--- src/inc/pwm_dac_pkg.sv ---
`default_nettype none

package pwm_dac_pkg;

    // ********************************
    // Register addresses
    // ********************************
    localparam logic [7:0] ADDR_PRESCALE = 8'hda;
    localparam logic [7:0] ADDR_DUTY_A = 8'hdb;
    localparam logic [7:0] ADDR_DUTY_B = 8'hdc;
    localparam logic [7:0] ADDR_CONTROL = 8'hfe;

    // ********************************
    // Control fields
    // ********************************
    localparam int CTRL_MASTER_BIT = 7;
    localparam int CTRL_ENA_A_BIT = 1;
    localparam int CTRL_ENA_B_BIT = 0;

    // ********************************
    // Reset values
    // ********************************
    localparam logic [7:0] RESET_PRESCALE = 8'h00;
    localparam logic [7:0] RESET_DUTY = 8'h00;
    localparam logic RESET_ENABLE = 1'b0;
    localparam logic [7:0] READ_UNMAPPED = 8'h00;

    // ********************************
    // Timing counts
    // ********************************
    localparam logic [7:0] PERIOD_LAST = 8'hfe;
    localparam logic [7:0] COUNT_START = 8'h00;

endpackage

`default_nettype wire

--- src/core/pwm_compare_channel.sv ---
`default_nettype none

module pwm_compare_channel
    import pwm_dac_pkg::*;
#(
    parameter int WIDTH = 8
) (
    // Clock and reset
    input wire logic clk_in,
    input wire logic rstn_in,
    // Compare inputs
    input wire logic enable_in,
    input wire logic [WIDTH-1:0] count_in,
    input wire logic [WIDTH-1:0] duty_in,
    // Waveform
    output logic wave_out
);

    logic next_wave;

    // Inverted duty: high once the count reaches the duty value, so
    // zero never goes low and all ones never goes high
    always_comb begin
        next_wave = enable_in && (count_in >= duty_in);
    end

    always_ff @(posedge clk_in) begin
        if (!rstn_in) begin
            wave_out <= RESET_ENABLE;
        end else begin
            wave_out <= next_wave;
        end
    end

endmodule

`default_nettype wire

--- src/core/dual_pwm_dac.sv ---
// Summary of operation
// - Master enable runs halver, prescaler, period counter
// - Output A modulates only while enabled
// - Output B modulates only while enabled
// - Control at FEH, bits six-two unused
// - Prescale register at DAH sets division
// - Duty A register at DBH feeds A
// - Duty B register at DCH feeds B
// - Inverted duty: zero high, all-ones low
`default_nettype none

module dual_pwm_dac
    import pwm_dac_pkg::*;
#(
    parameter int WIDTH = 8
) (
    // Clock and reset
    input wire logic clk_in,
    input wire logic rstn_in,
    // Register port
    input wire logic [7:0] sfr_addr_in,
    input wire logic sfr_wr_in,
    input wire logic sfr_rd_in,
    input wire logic [7:0] sfr_wdata_in,
    output logic [7:0] sfr_rdata_out,
    // Modulated outputs
    output logic analog_out_a_out,
    output logic analog_out_b_out
);

    // ********************************
    // Registers
    // ********************************
    logic [WIDTH-1:0] prescale_value;
    logic [WIDTH-1:0] duty_value_a;
    logic [WIDTH-1:0] duty_value_b;
    logic modulator_master_enable;
    logic output_a_enable;
    logic output_b_enable;
    logic [7:0] read_data;

    logic [WIDTH-1:0] next_prescale_value;
    logic [WIDTH-1:0] next_duty_value_a;
    logic [WIDTH-1:0] next_duty_value_b;
    logic next_master;
    logic next_ena_a;
    logic next_ena_b;
    logic [7:0] next_read_data;
    logic [7:0] control_view;

    always_comb begin
        next_prescale_value = prescale_value;
        next_duty_value_a = duty_value_a;
        next_duty_value_b = duty_value_b;
        next_master = modulator_master_enable;
        next_ena_a = output_a_enable;
        next_ena_b = output_b_enable;
        control_view = 8'h00;
        control_view[CTRL_MASTER_BIT] = modulator_master_enable;
        control_view[CTRL_ENA_A_BIT] = output_a_enable;
        control_view[CTRL_ENA_B_BIT] = output_b_enable;
        if (sfr_wr_in) begin
            case (sfr_addr_in)
                ADDR_PRESCALE: begin
                    next_prescale_value = sfr_wdata_in;
                end
                ADDR_DUTY_A: begin
                    next_duty_value_a = sfr_wdata_in;
                end
                ADDR_DUTY_B: begin
                    next_duty_value_b = sfr_wdata_in;
                end
                ADDR_CONTROL: begin
                    // Bits six to two are not stored at all
                    next_master = sfr_wdata_in[CTRL_MASTER_BIT];
                    next_ena_a = sfr_wdata_in[CTRL_ENA_A_BIT];
                    next_ena_b = sfr_wdata_in[CTRL_ENA_B_BIT];
                end
                default: begin
                end
            endcase
        end
        next_read_data = read_data;
        if (sfr_rd_in) begin
            case (sfr_addr_in)
                ADDR_PRESCALE: next_read_data = prescale_value;
                ADDR_DUTY_A: next_read_data = duty_value_a;
                ADDR_DUTY_B: next_read_data = duty_value_b;
                ADDR_CONTROL: next_read_data = control_view;
                default: next_read_data = READ_UNMAPPED;
            endcase
        end
    end

    always_ff @(posedge clk_in) begin
        if (!rstn_in) begin
            prescale_value <= RESET_PRESCALE;
            duty_value_a <= RESET_DUTY;
            duty_value_b <= RESET_DUTY;
            modulator_master_enable <= RESET_ENABLE;
            output_a_enable <= RESET_ENABLE;
            output_b_enable <= RESET_ENABLE;
            read_data <= READ_UNMAPPED;
        end else begin
            prescale_value <= next_prescale_value;
            duty_value_a <= next_duty_value_a;
            duty_value_b <= next_duty_value_b;
            modulator_master_enable <= next_master;
            output_a_enable <= next_ena_a;
            output_b_enable <= next_ena_b;
            read_data <= next_read_data;
        end
    end

    assign sfr_rdata_out = read_data;

    // ********************************
    // Clock chain
    // ********************************
    logic half_phase;
    logic [WIDTH-1:0] pre_count;
    logic [WIDTH-1:0] period_count;
    logic next_half_phase;
    logic [WIDTH-1:0] next_pre_count;
    logic [WIDTH-1:0] next_period_count;
    logic half_tick;
    logic period_tick;

    // Prescaler divides the half rate by value plus one, so zero still
    // advances the counter at the half rate
    // At-or-above match: a smaller value written mid-step ends the step
    // at once instead of letting the count run all the way round
    always_comb begin
        half_tick = half_phase;
        period_tick = half_tick && (pre_count >= prescale_value);
        next_half_phase = !half_phase;
        next_pre_count = pre_count;
        next_period_count = period_count;
        if (half_tick) begin
            next_pre_count = period_tick ? COUNT_START :
                             pre_count + 1'b1;
        end
        if (period_tick) begin
            next_period_count = (period_count == PERIOD_LAST) ?
                                COUNT_START :
                                period_count + 1'b1;
        end
        if (!modulator_master_enable) begin
            // Whole chain parked so a restart begins a clean period
            next_half_phase = 1'b0;
            next_pre_count = COUNT_START;
            next_period_count = COUNT_START;
        end
    end

    always_ff @(posedge clk_in) begin
        if (!rstn_in) begin
            half_phase <= 1'b0;
            pre_count <= COUNT_START;
            period_count <= COUNT_START;
        end else begin
            half_phase <= next_half_phase;
            pre_count <= next_pre_count;
            period_count <= next_period_count;
        end
    end

    // ********************************
    // Output channels
    // ********************************
    logic run_a;
    logic run_b;

    assign run_a = modulator_master_enable && output_a_enable;
    assign run_b = modulator_master_enable && output_b_enable;

    pwm_compare_channel #(
        .WIDTH(WIDTH)
    ) u_chan_a (
        .clk_in(clk_in),
        .rstn_in(rstn_in),
        .enable_in(run_a),
        .count_in(period_count),
        .duty_in(duty_value_a),
        .wave_out(analog_out_a_out)
    );

    pwm_compare_channel #(
        .WIDTH(WIDTH)
    ) u_chan_b (
        .clk_in(clk_in),
        .rstn_in(rstn_in),
        .enable_in(run_b),
        .count_in(period_count),
        .duty_in(duty_value_b),
        .wave_out(analog_out_b_out)
    );

    // ********************************
    // Checks
    // ********************************
    chk_chain_parked: assert property (
        @(posedge clk_in) disable iff (!rstn_in)
        !modulator_master_enable |=>
            (pre_count == COUNT_START) && (period_count == COUNT_START))
        else $error("Clock chain not parked while master is off");

    chk_period_wrap: assert property (
        @(posedge clk_in) disable iff (!rstn_in)
        (modulator_master_enable && period_tick &&
         period_count == PERIOD_LAST) |=> (period_count == COUNT_START))
        else $error("Period counter did not wrap after 254");

    chk_out_a_off: assert property (
        @(posedge clk_in) disable iff (!rstn_in)
        !(modulator_master_enable && output_a_enable) |=>
            !analog_out_a_out)
        else $error("Output A active while disabled");

    chk_out_b_off: assert property (
        @(posedge clk_in) disable iff (!rstn_in)
        !(modulator_master_enable && output_b_enable) |=>
            !analog_out_b_out)
        else $error("Output B active while disabled");

    chk_ctrl_unused: assert property (
        @(posedge clk_in) disable iff (!rstn_in)
        (sfr_rd_in && sfr_addr_in == ADDR_CONTROL) |=>
            (sfr_rdata_out[6:2] == 5'h0) &&
            (sfr_rdata_out[7] == $past(modulator_master_enable)))
        else $error("Control read shows unused bits or wrong enable");

    chk_prescale_write: assert property (
        @(posedge clk_in) disable iff (!rstn_in)
        (sfr_wr_in && sfr_addr_in == ADDR_PRESCALE) |=>
            (prescale_value == $past(sfr_wdata_in)))
        else $error("Prescale write not stored");

    chk_duty_a_write: assert property (
        @(posedge clk_in) disable iff (!rstn_in)
        (sfr_wr_in && sfr_addr_in == ADDR_DUTY_A) |=>
            (duty_value_a == $past(sfr_wdata_in)))
        else $error("Duty A write not stored");

    chk_duty_b_write: assert property (
        @(posedge clk_in) disable iff (!rstn_in)
        (sfr_wr_in && sfr_addr_in == ADDR_DUTY_B) |=>
            (duty_value_b == $past(sfr_wdata_in)))
        else $error("Duty B write not stored");

    chk_duty_zero_high: assert property (
        @(posedge clk_in) disable iff (!rstn_in)
        (run_a && duty_value_a == 8'h00) |=> analog_out_a_out)
        else $error("Duty zero did not hold output A high");

    chk_duty_full_low: assert property (
        @(posedge clk_in) disable iff (!rstn_in)
        (duty_value_b == 8'hff) |=> !analog_out_b_out)
        else $error("Duty all-ones did not hold output B low");

endmodule

`default_nettype wire

--- config.mk ---
export PLATFORM = sky130hd
export DESIGN_NAME = dual_pwm_dac
export DESIGN_NICKNAME = d
export VERILOG_FILES = /design/src/inc/pwm_dac_pkg.sv /design/src/core/pwm_compare_channel.sv /design/src/core/dual_pwm_dac.sv
export SDC_FILE = /design/constraint.sdc
export NUM_CORES = 1
export LEC_CHECK = 0
export BUFFER_PORTS_ARGS = -buffer_cell sky130_fd_sc_hd__buf_2
export CAP_MARGIN = 20
export CORE_MARGIN = 8
export CORE_UTILIZATION = 59
export DETAILED_ROUTE_END_ITERATION = 8
export PLACE_DENSITY = 0.8
export RECOVER_POWER = 100
export SKIP_LAST_GASP = 1
export SLEW_MARGIN = 0
export SYNTH_ARGS = -nofsm -noshare
export SYNTH_HDL_FRONTEND = slang
export SYNTH_SLANG_ARGS = --single-unit
--- constraint.sdc ---
create_clock -name clk_in -period 2.5 [get_ports clk_in]
set_clock_uncertainty 0.05 [all_clocks]
set_input_delay 0.125 -clock clk_in [delete_from_list [all_inputs] [get_ports clk_in]]
set_output_delay 0.125 -clock clk_in [all_outputs]
set_load 0.03 [all_outputs]
==> flow_metrics.py, run 1 <==
metrics = {
    "pwr": {
        "combPwrFrac_pct": 3.9,
        "pwr-share-seq_pct": 59.3,
        "power.density_nw_per_um2": 461,
        "p_int_mw": 1.09,
        "ir_drop_mv": 0.439,
        "power.share.clock_pct": 36.7,
        "p_sw_mw": 0.358,
        "swShare_pct": 24.7,
        "leakagePower_nw": 1.11,
    },
    "floorplan": {
        "die_y_um": 86.2,
        "rows": 25,
        "dieArea_um2": 7430,
        "start_util_pct": 61.5,
        "core_area_um2": 4720,
        "die_w_um": 86.2,
        "io_pins": 30,
    },
    "worst_setup_path": {
        "cp_cell_sequence": "inv_1 > ha_1 > nand2b_1 > a2111oi_2 > o311ai_1 > clkbuf_2 > a21oi_1",
        "worstSetupStartpoint": "pre_count[0]",
        "startpoint_type": "register",
        "rr_worst_depth": 7,
        "r2r_slack_ns": 0.30,
        "crit_path_max_incr_delay_ns": 0.58,
        "crit_path_end_kind": "register",
        "path_max_fanout": 10,
        "required_ns": 2.70,
        "slowest_stage": "a2111oi_2",
        "critPathCapture": "period_count[7]",
        "cp_num_cells": 7,
        "critPathTopFamily": "compound AO/OA/AOI/OAI gates",
        "reg2reg_from": "pre_count[0]",
        "cp_num_buf_inv": 2,
        "timing.rr.end": "period_count[7]",
        "crit_type": "register to register",
        "crit_arrival_ns": 2.40,
    },
    "timing": {
        "slew_headroom_pct": 48.8,
        "period_share_pct": 88.0,
        "worst_pin_slew_ns": 0.757,
        "rsz0062_at_grt": "false",
        "fmax_ghz": 0.454,
        "hold_viol_final": 0,
        "slew_violations": 0,
        "setup_violations": 0,
        "layout_min_cycle_time_ns": 2.20,
        "tns_ns": 0,
    },
    "synthesis": {
        "synthesis.nets": 381,
        "yosysWarningCount": 0,
        "synth_seq_cells": 54,
        "syn_area_um2": 2910,
        "synth_edf_count": 0,
        "netlist-cell-type-count": 45,
        "ys_dominant_reg_cell": "dfxtp_1",
        "syn_inst": 334,
        "synthArstFlopShare_pct": 0,
        "syn_area_per_cell_um2": 8.70,
        "synth_seq_area_share_pct": 37.2,
    },
    "clock_network": {
        "htreeDepth": 2,
        "numCtsBuffers": 5,
        "clock_sinks": 54,
        "ctsResizeCount": 0,
        "cts-root-buf": "clkbuf_8",
        "post-cts-setup-buffer-count": 0,
        "clk_path_buf_depth": 2,
        "clkLatencyLatePin_ns": 0.31,
        "clk_pin_slew_worst_paths_ns": 0.11,
        "postCtsHoldBufs": 0,
        "tritoncts": "built",
    },
    "worst_hold_path": {
        "min_path_type": "primary input to register",
    },
    "grt": {
        "grt_use_total_pct": 19.0,
        "gr-total-overflow": 0,
        "antenna_found_initial": 0,
        "grt_pass1_vias": 2381,
        "grt_pass1_wl_um": 11300,
        "grt_max_degree": 38,
    },
    "cells_and_area": {
        "utilization_pct": 66.7,
        "area_growth_pct": 8.35,
        "nNetsFinal": 410,
        "antenna_cells": 0,
        "drive_gt1_share_pct": 9.07,
    },
    "routing": {
        "drc_errors": 0,
        "vias": 2463,
        "first_pass_iters": 4,
        "initialDrtViolationCount": 228,
        "ant_nets": 0,
        "vias_per_cell": 5.71,
        "wl_um": 6870,
        "wire_per_inst_um": 15.9,
    },
    "flow_run": {
        "max-cap-violations": 0,
    },
    "placed_design": {
        "dpl.hpwl_um": 5250,
        "gp_congestion": 0.909,
        "port_buffers": 29,
    },
    "outcome": {
        "status": "complete, no violations",
    },
}
==> power groups by stage <==
stage	clock network [mW]	logic [mW]	registers (mW)
2_1_floorplan	0	0.0347	0.880
3_3_place_gp	0	0.0570	0.880
3_5_place_dp	0	0.0590	0.881
4_1_cts	0.539	0.0595	0.861
5_1_grt	0.573	0.0623	0.861
6_report	0.533	0.0570	0.861
==> layer usage <==
layer,vias up,wire length [um],GRT usage [%]
li1,1242,-,-
met1,1132,3040,23.5
met2,75,3160,31.4
met3,14,528,5.01
met4,0,137,5.79
met5,-,0,0
==> stage by stage <==
step	instances	setup WS [ns]	power, mW	hold slack, ns	area [um^2]
after global routing	431	0.0722	1.50	0.0245	3150
after detailed placement	423	0.370	0.939	0.360	3090
after global placement	423	0.510	0.938	0.351	3090
after floorplan	334	0.597	0.915	0.232	2910
after CTS	431	0.331	1.46	0.0207	3190
final	431	0.300	1.45	0.0210	3150
==> cells by family (layout without fill, tap and decap cells) <==
| logic type | Yosys count | after routing | share of synthesized area [%] |
|---|---|---|---|
| AND/OR/NAND/NOR | 119 | 119 | 21.5 |
| AO/OA/AOI/OAI | 78 | 78 | 17.3 |
| flip-flops | 54 | 54 | 37.2 |
| buffers and inverters | 36 | 66 | 5.81 |
| adder cells (fa/ha/maj) | 27 | 27 | 11.6 |
| multiplexers | 13 | 13 | 4.52 |
| XOR/XNOR | 7 | 7 | 2.11 |
==> final cells by class <==
| type | instances | area, um^2 |
|---|---|---|
| fillers | 411 | 1570 |
| repair buffers | 33 | 154 |
| inverters | 25 | 93.8 |
| clock buffers | 5 | 68.8 |
| flip-flops and latches | 54 | 1080 |
| well taps | 67 | 83.8 |
| clock inverters | 3 | 28.8 |
| multi-input cells | 244 | 1640 |
==> state kept, by name (all words and copies together), names as in the netlist <==
| name | count |
|---|---|
| period_count | 8 |
| duty_value_b | 8 |
| pre_count | 8 |
| prescale_value | 8 |
| half_phase | 1 |
| output_a_enable | 1 |
| modulator_master_enable | 1 |
| sfr_rdata_out | 8 |
| duty_value_a | 8 |
| output_b_enable | 1 |
| u_chan_a.wave_out | 1 |
| u_chan_b.wave_out | 1 |
==> worst min-delay path by stage <==
stage                                from           endpoint  slack [ns]  cells after the start
after floorplan           sfr_wdata_in[4]    duty_value_a[4]        0.23                      2
after global placement    sfr_wdata_in[5]    duty_value_b[5]        0.35                      3
after detailed placement  sfr_wdata_in[6]    duty_value_b[6]        0.36                      3
after CTS                 sfr_wdata_in[6]    duty_value_a[6]        0.02                      3
after global routing      sfr_wdata_in[5]  prescale_value[5]        0.02                      3
final                     sfr_wdata_in[6]  prescale_value[6]        0.02                      3
==> tightest hold or removal path: cells and delay by family <==
family / cells / cell delay (ns)
and+or+nand+nor: 1 / 0.06
AOI/OAI and AO/OA: 1 / 0.06
buffers and inverters: 1 / 0.10
==> Yosys cell counts (2+ instances only) <==
cell,count,share of area (%)
dfxtp_1,54,37
o21ai_0,33,5.7
nand2_1,32,4.1
ha_1,27,12
inv_1,25,3.2
nand3_1,25,4.3
nor2b_1,19,4.1
nor2_1,18,2.3
mux2i_1,12,4.1
a21oi_1,10,1.7
a22oi_1,6,1.5
and3_1,6,1.3
o21ai_1,6,1.0
clkbuf_1,4,0.52
nand2b_1,4,0.86
nand4_1,4,0.86
o211ai_1,4,1.0
o31ai_1,4,1.0
xor2_1,4,1.2
a222oi_1,3,1.0
and2_1,3,0.65
xnor2_1,3,0.90
a2111oi_0,2,0.60
a21o_1,2,0.52
buf_1,2,0.26
clkbuf_8,2,0.95
nor3b_1,2,0.52
==> cells in the final DEF, fill, tap and decap left out, types with 2 or more instances in the layout <==
cell,instances
dfxtp_1,54
o211ai_1,4
buf_4,2
nor3b_1,2
a222oi_1,3
and3_1,6
clkbuf_1,13
nor2b_1,19
nand3_1,25
xor2_1,4
ha_1,27
inv_1,25
nand2b_1,4
buf_2,17
a21o_1,2
nand4_1,4
a21oi_1,10
o21ai_0,39
xnor2_1,3
nor2_1,18
clkbuf_8,5
o31ai_1,4
nand2_1,32
and2_0,2
a22oi_1,6
a2111oi_0,2
mux2i_1,12
Note: power is estimated with default switching activity, not from simulation.
==> inputs of run 2 (changes only) <==
- ABC_AREA: default -> 1
- GPL_ROUTABILITY_DRIVEN: default -> 0
- GPL_TIMING_DRIVEN: default -> 0
==> run 2 against run 1 <==
Via count up 16%; routed wire length up 7.2%; hold slack better by 0.027 ns; final area up 4.2%; flip-flop and latch count unchanged; count of clock-buffer cells in the layout up 1; synthesized area up 4.5%; synthesized cell count up 26%; critical endpoint is now duty_value_a[6]; worst setup slack worse by 0.023 ns; sequential share of layout area down 1.4 points; power down 2.4%; non-clock buffer count up 4.
==> flow_metrics.py, run 2 <==
metrics = {
    "outcome": {
        "status": "complete, no violations",
    },
    "worst_setup_path": {
        "startpoint_type": "primary input",
        "rr_worst_depth": 8,
        "crit_path_end_kind": "register",
        "crit_arrival_ns": 2.35,
        "crit_type": "primary input to register",
        "required_ns": 2.63,
        "path_max_fanout": 10,
    },
    "clock_network": {
        "cts-root-buf": "clkbuf_8",
        "clock_sinks": 54,
        "htreeDepth": 2,
        "postCtsHoldBufs": 0,
        "ctsResizeCount": 0,
        "clkLatencyLatePin_ns": 0.30,
        "tritoncts": "built",
        "clk_pin_slew_worst_paths_ns": 0.09,
        "numCtsBuffers": 5,
        "clk_path_buf_depth": 2,
        "post-cts-setup-buffer-count": 0,
    },
    "synthesis": {
        "yosys.area.top_type_share_pct": 35.6,
        "ys_top_cells_by_count": "83 x nand2_1, 55 x inv_1, 54 x dfxtp_1",
        "yosysTopAreaCell": "dfxtp_1",
        "synth_seq_cells": 54,
        "synth_seq_area_share_pct": 35.6,
        "syn_inst": 421,
        "synthesis.nets": 468,
        "syn_area_um2": 3040,
        "synth_edf_count": 0,
        "ys_dominant_reg_cell": "dfxtp_1",
        "synth_most_common_cell": "nand2_1",
        "yosysWarningCount": 0,
        "netlist-cell-type-count": 29,
        "syn_area_per_cell_um2": 7.22,
        "synthArstFlopShare_pct": 0,
        "synth_area_leaders": "dfxtp_1 36%, ha_1 11%, nand2_1 10%, a21oi_1 8.2%, nand3_1 6.9%",
    },
    "timing": {
        "rsz0062_at_grt": "false",
        "layout_min_cycle_time_ns": 2.22,
        "slew_violations": 0,
        "worst_pin_slew_ns": 1.44,
        "hold_viol_final": 0,
        "period_share_pct": 88.9,
        "setup_ws_ns": 0.277,
        "fmax_ghz": 0.450,
        "slew_headroom_pct": 3.31,
        "tns_ns": 0,
        "setup_violations": 0,
    },
    "grt": {
        "gr-total-overflow": 0,
        "grt_pass1_wl_um": 12100,
        "grt_use_total_pct": 19.8,
        "antenna_found_initial": 0,
        "grt_pass1_vias": 2654,
        "grt_max_degree": 15,
    },
    "routing": {
        "ant_nets": 0,
        "initialDrtViolationCount": 205,
        "vias": 2867,
        "wl_um": 7360,
        "vias_per_cell": 5.47,
        "drc_errors": 0,
        "wire_per_inst_um": 14.1,
        "first_pass_iters": 4,
    },
    "cells_and_area": {
        "multi_input_area_um2": 1660,
        "final_common_cell": "nand2_1",
        "area_growth_pct": 8.03,
        "postLayoutCellArea_um2": 3280,
        "drive_gt1_share_pct": 6.17,
        "layout_common_cells": "84 x nand2_1, 55 x inv_1, 54 x dfxtp_1",
        "antenna_cells": 0,
        "fillers": 484,
        "regArea_um2": 1080,
        "nNetsFinal": 502,
        "utilization_pct": 65.1,
    },
    "floorplan": {
        "core_area_um2": 5040,
        "die_y_um": 87.8,
        "io_pins": 30,
        "rows": 26,
        "die_w_um": 87.8,
        "dieArea_um2": 7700,
        "start_util_pct": 60.2,
    },
    "pwr": {
        "ir_drop_mv": 0.268,
        "leakagePower_nw": 1.36,
        "power.density_nw_per_um2": 431,
    },
    "placed_design": {
        "post-place-ws_ns": 0.418,
        "port_buffers": 27,
        "place_area_um2": 3260,
        "dpl.hpwl_um": 5600,
    },
    "worst_hold_path": {
        "min_path_cells": 3,
        "min_path_type": "primary input to register",
    },
    "flow_run": {
        "max-cap-violations": 0,
    },
}
==> run 2: cells by family (layout without fill, tap and decap cells) <==
logic type | Yosys count | in the layout | share of synthesized area (%)
buffers and inverters | 66 | 99 | 8.48
adder cells (fa/ha/maj) | 27 | 27 | 11.1
flip-flops | 54 | 54 | 35.6
XOR/XNOR | 9 | 9 | 2.59
AO/OA/AOI/OAI | 81 | 81 | 13.7
AND/OR/NAND/NOR | 184 | 184 | 28.5
==> run 2: cell type report <==
type / count / share of cell area, %
sequential: 54 / 32.9
buffer: 10 / 1.22
timing repair buffer: 27 / 3.62
tap: 70 / 2.67
multi-input combinational: 301 / 50.6
inverter: 56 / 6.40
clock buffer: 6 / 2.52
==> run 2: critical path, stage by stage <==
cell and delay [ns]:
clkbuf_1 0.23, inv_1 0.14, nor3_1 0.77, nand2_1 0.37, clkbuf_1 0.35, o21ai_0 0.28
a21oi_1 0.07
==> run 2: metrics by stage <==
step	instances	total power [mW]	hold WS [ns]
after global routing	524	1.47	0.0626
after CTS	524	1.43	0.0438
after floorplan	421	0.920	0.223
final	524	1.42	0.0482
after global placement	518	0.951	0.357
after detailed placement	518	0.953	0.360
==> run 2: final timing paths <==
| kind | from | endpoint | slack [ns] |
|---|---|---|---|
| max | sfr_addr_in[0] | duty_value_a[6] | 0.28 |
| min reg2reg | sfr_rdata_out[6] | sfr_rdata_out[6] | 0.42 |
| max reg2reg | prescale_value[7] | pre_count[1] | 0.40 |
| min | sfr_wdata_in[6] | prescale_value[6] | 0.05 |
==> run 2: power breakdown <==
group	leakage (nW)	internal, mW	switching [mW]	total [mW]
logic	0.884	0.0197	0.0490	0.0687
clock network	0.0431	0.215	0.271	0.486
registers	0.435	0.860	0.000815	0.861
total	1.36	1.09	0.321	1.42
==> run 2: routing by layer <==
metal  GRT usage (%)  part of all wire [%]
met5               0                     0
met4            7.66                   2.3
met3            3.19                   6.1
met2            33.8                    48
met1            24.2                    44
==> inputs of run 3 (changes only) <==
--- a/config.mk
+++ b/config.mk
@@ -11,3 +11,3 @@
 export CORE_MARGIN = 8
-export CORE_UTILIZATION = 59
+export CORE_UTILIZATION = 50
 export DETAILED_ROUTE_END_ITERATION = 8
@@ -15,3 +15,3 @@
 export GPL_TIMING_DRIVEN = 0
-export PLACE_DENSITY = 0.8
+export PLACE_DENSITY = 0.69
 export RECOVER_POWER = 100
==> constraint.sdc (replaced) <==
create_clock -name clk_in -period 2.5 [get_ports clk_in]
set_clock_uncertainty 0.05 [all_clocks]
set_input_delay 0.25 -clock clk_in [delete_from_list [all_inputs] [get_ports clk_in]]
set_output_delay 0.25 -clock clk_in [all_outputs]
set_load 0.03 [all_outputs]
==> run 3 against run 2 <==
Final area increased by 0.65%; worst setup slack better by 0.050 ns; sequential power about the same; sequential share of layout area is 0.21 points lower; flip-flop and latch count stayed put; hold slack improved by 0.11 ns; count of clock-buffer cells in the layout rose by 1; combinational power shrank 3%; die area grew 15%; routed wire length increased by 1.5%; global-route usage shrank 1.8 points; core utilization decreased by 9.0 points; highest routed layer unchanged.
==> flow_metrics.py, run 3 (synthesized netlist as in run 2, its figures left out) <==
metrics = {
    "timing": {
        "hold_viol_final": 0,
        "slew_violations": 0,
        "fmax_ghz": 0.460,
        "worst_pin_slew_ns": 1.32,
        "tns_ns": 0,
        "layout_min_cycle_time_ns": 2.17,
        "rsz0062_at_grt": "false",
        "period_share_pct": 86.9,
        "slew_headroom_pct": 11.1,
        "setup_violations": 0,
    },
    "flow_run": {
        "max-cap-violations": 0,
    },
    "floorplan": {
        "start_util_pct": 51.6,
        "dieArea_um2": 8830,
        "die_y_um": 93.9,
        "io_pins": 30,
        "die_w_um": 93.9,
        "core_area_um2": 5890,
        "rows": 28,
    },
    "clock_network": {
        "clkLatencyLatePin_ns": 0.32,
        "cts-root-buf": "clkbuf_8",
        "post-cts-setup-buffer-count": 0,
        "clock_sinks": 54,
        "ctsResizeCount": 0,
        "postCtsHoldBufs": 0,
        "clk_pin_slew_worst_paths_ns": 0.10,
        "clk_path_buf_depth": 2,
        "tritoncts": "built",
        "htreeDepth": 2,
        "numCtsBuffers": 5,
    },
    "worst_hold_path": {
        "min_path_type": "primary input to register",
    },
    "cells_and_area": {
        "final_common_cell": "nand2_1",
        "antenna_cells": 0,
        "final_cells": 531,
        "layout_common_cells": "84 x nand2_1, 55 x inv_1, 54 x dfxtp_1",
        "area_growth_pct": 8.73,
        "fillers": 616,
        "drive_gt1_share_pct": 6.36,
        "nNetsFinal": 502,
    },
    "pwr": {
        "ir_drop_mv": 0.218,
        "leakagePower_nw": 1.37,
        "power.density_nw_per_um2": 450,
    },
    "placed_design": {
        "dpl.hpwl_um": 5710,
        "port_buffers": 27,
        "dpl.cell_count": 523,
    },
    "grt": {
        "antenna_found_initial": 0,
        "grt_pass1_vias": 2718,
        "grt_busiest_layer": "met2",
        "grt_use_total_pct": 18.0,
        "grt_use_met3_pct": 3.28,
        "grt_max_degree": 17,
        "grt_pass1_wl_um": 12700,
        "grt_use_met2_pct": 31.6,
        "gr-total-overflow": 0,
        "grtUsageMet1_pct": 21.7,
    },
    "routing": {
        "wire_per_inst_um": 14.1,
        "vias_per_cell": 5.28,
        "first_pass_iters": 4,
        "drc_errors": 0,
        "initialDrtViolationCount": 196,
        "wl_um": 7470,
        "vias": 2806,
        "ant_nets": 0,
    },
    "worst_setup_path": {
        "crit_path_end_kind": "register",
        "startpoint_type": "register",
        "required_ns": 2.69,
        "crit_arrival_ns": 2.37,
        "path_max_fanout": 10,
        "crit_type": "register to register",
    },
    "outcome": {
        "status": "complete, no violations",
    },
}
## run 3: layer usage
metal	routed length, um	share of wire, %
met1	3380	45
met2	3590	48
met3	406	5.4
met4	97	1.3
met5	0	0
## run 3: layout make-up
cell class / instances / area, um^2 / share of cell area (%)
repair buffers: 27 / 119 / 3.60
plain buffers: 10 / 40.0 / 1.21
inverters: 56 / 210 / 6.36
well taps: 75 / 93.8 / 2.84
clock buffers: 7 / 96.3 / 2.92
clock inverters: 1 / 8.76 / 0.265
flip-flops and latches: 54 / 1080 / 32.7
multi-input cells: 301 / 1650 / 50.1
## run 3: path summary, 6_finish.rpt
kind,from,to,slack (ns),cells after the start
min reg2reg,sfr_rdata_out[1],sfr_rdata_out[1],0.42,2
min,sfr_wdata_in[3],prescale_value[3],0.15,3
max,prescale_value[7],pre_count[2],0.33,8
max reg2reg,prescale_value[7],pre_count[2],0.33,8
## run 3: where the power goes
| part | internal [mW] | leakage (nW) | total [mW] | switching, mW |
|---|---|---|---|---|
| clock network | 0.255 | 0.0544 | 0.558 | 0.303 |
| registers | 0.860 | 0.435 | 0.861 | 0.000850 |
| logic | 0.0194 | 0.880 | 0.0669 | 0.0475 |
| total | 1.13 | 1.37 | 1.49 | 0.352 |
## run 3: worst max-delay path: stages, from the launching register on
cell and delay [ns]:
dfxtp_1 0.40, inv_1 0.07, ha_1 0.30, a21o_1 0.17, nor2_1 0.11, nand3_1 0.27
nand2_2 0.28, nand2_1 0.24, nor2_1 0.19
## run 3: metrics by stage
stage	hold WS (ns)	area (um^2)	power (mW)	setup WS [ns]	utilization [%]
after global routing	0.162	3300	1.54	0.158	56.1
after CTS	0.150	3370	1.50	0.322	57.3
after detailed placement	0.402	3270	0.953	0.336	55.5
after global placement	0.398	3270	0.952	0.373	55.5
after floorplan	0.348	3040	0.920	0.853	-
final	0.155	3300	1.49	0.327	56.1
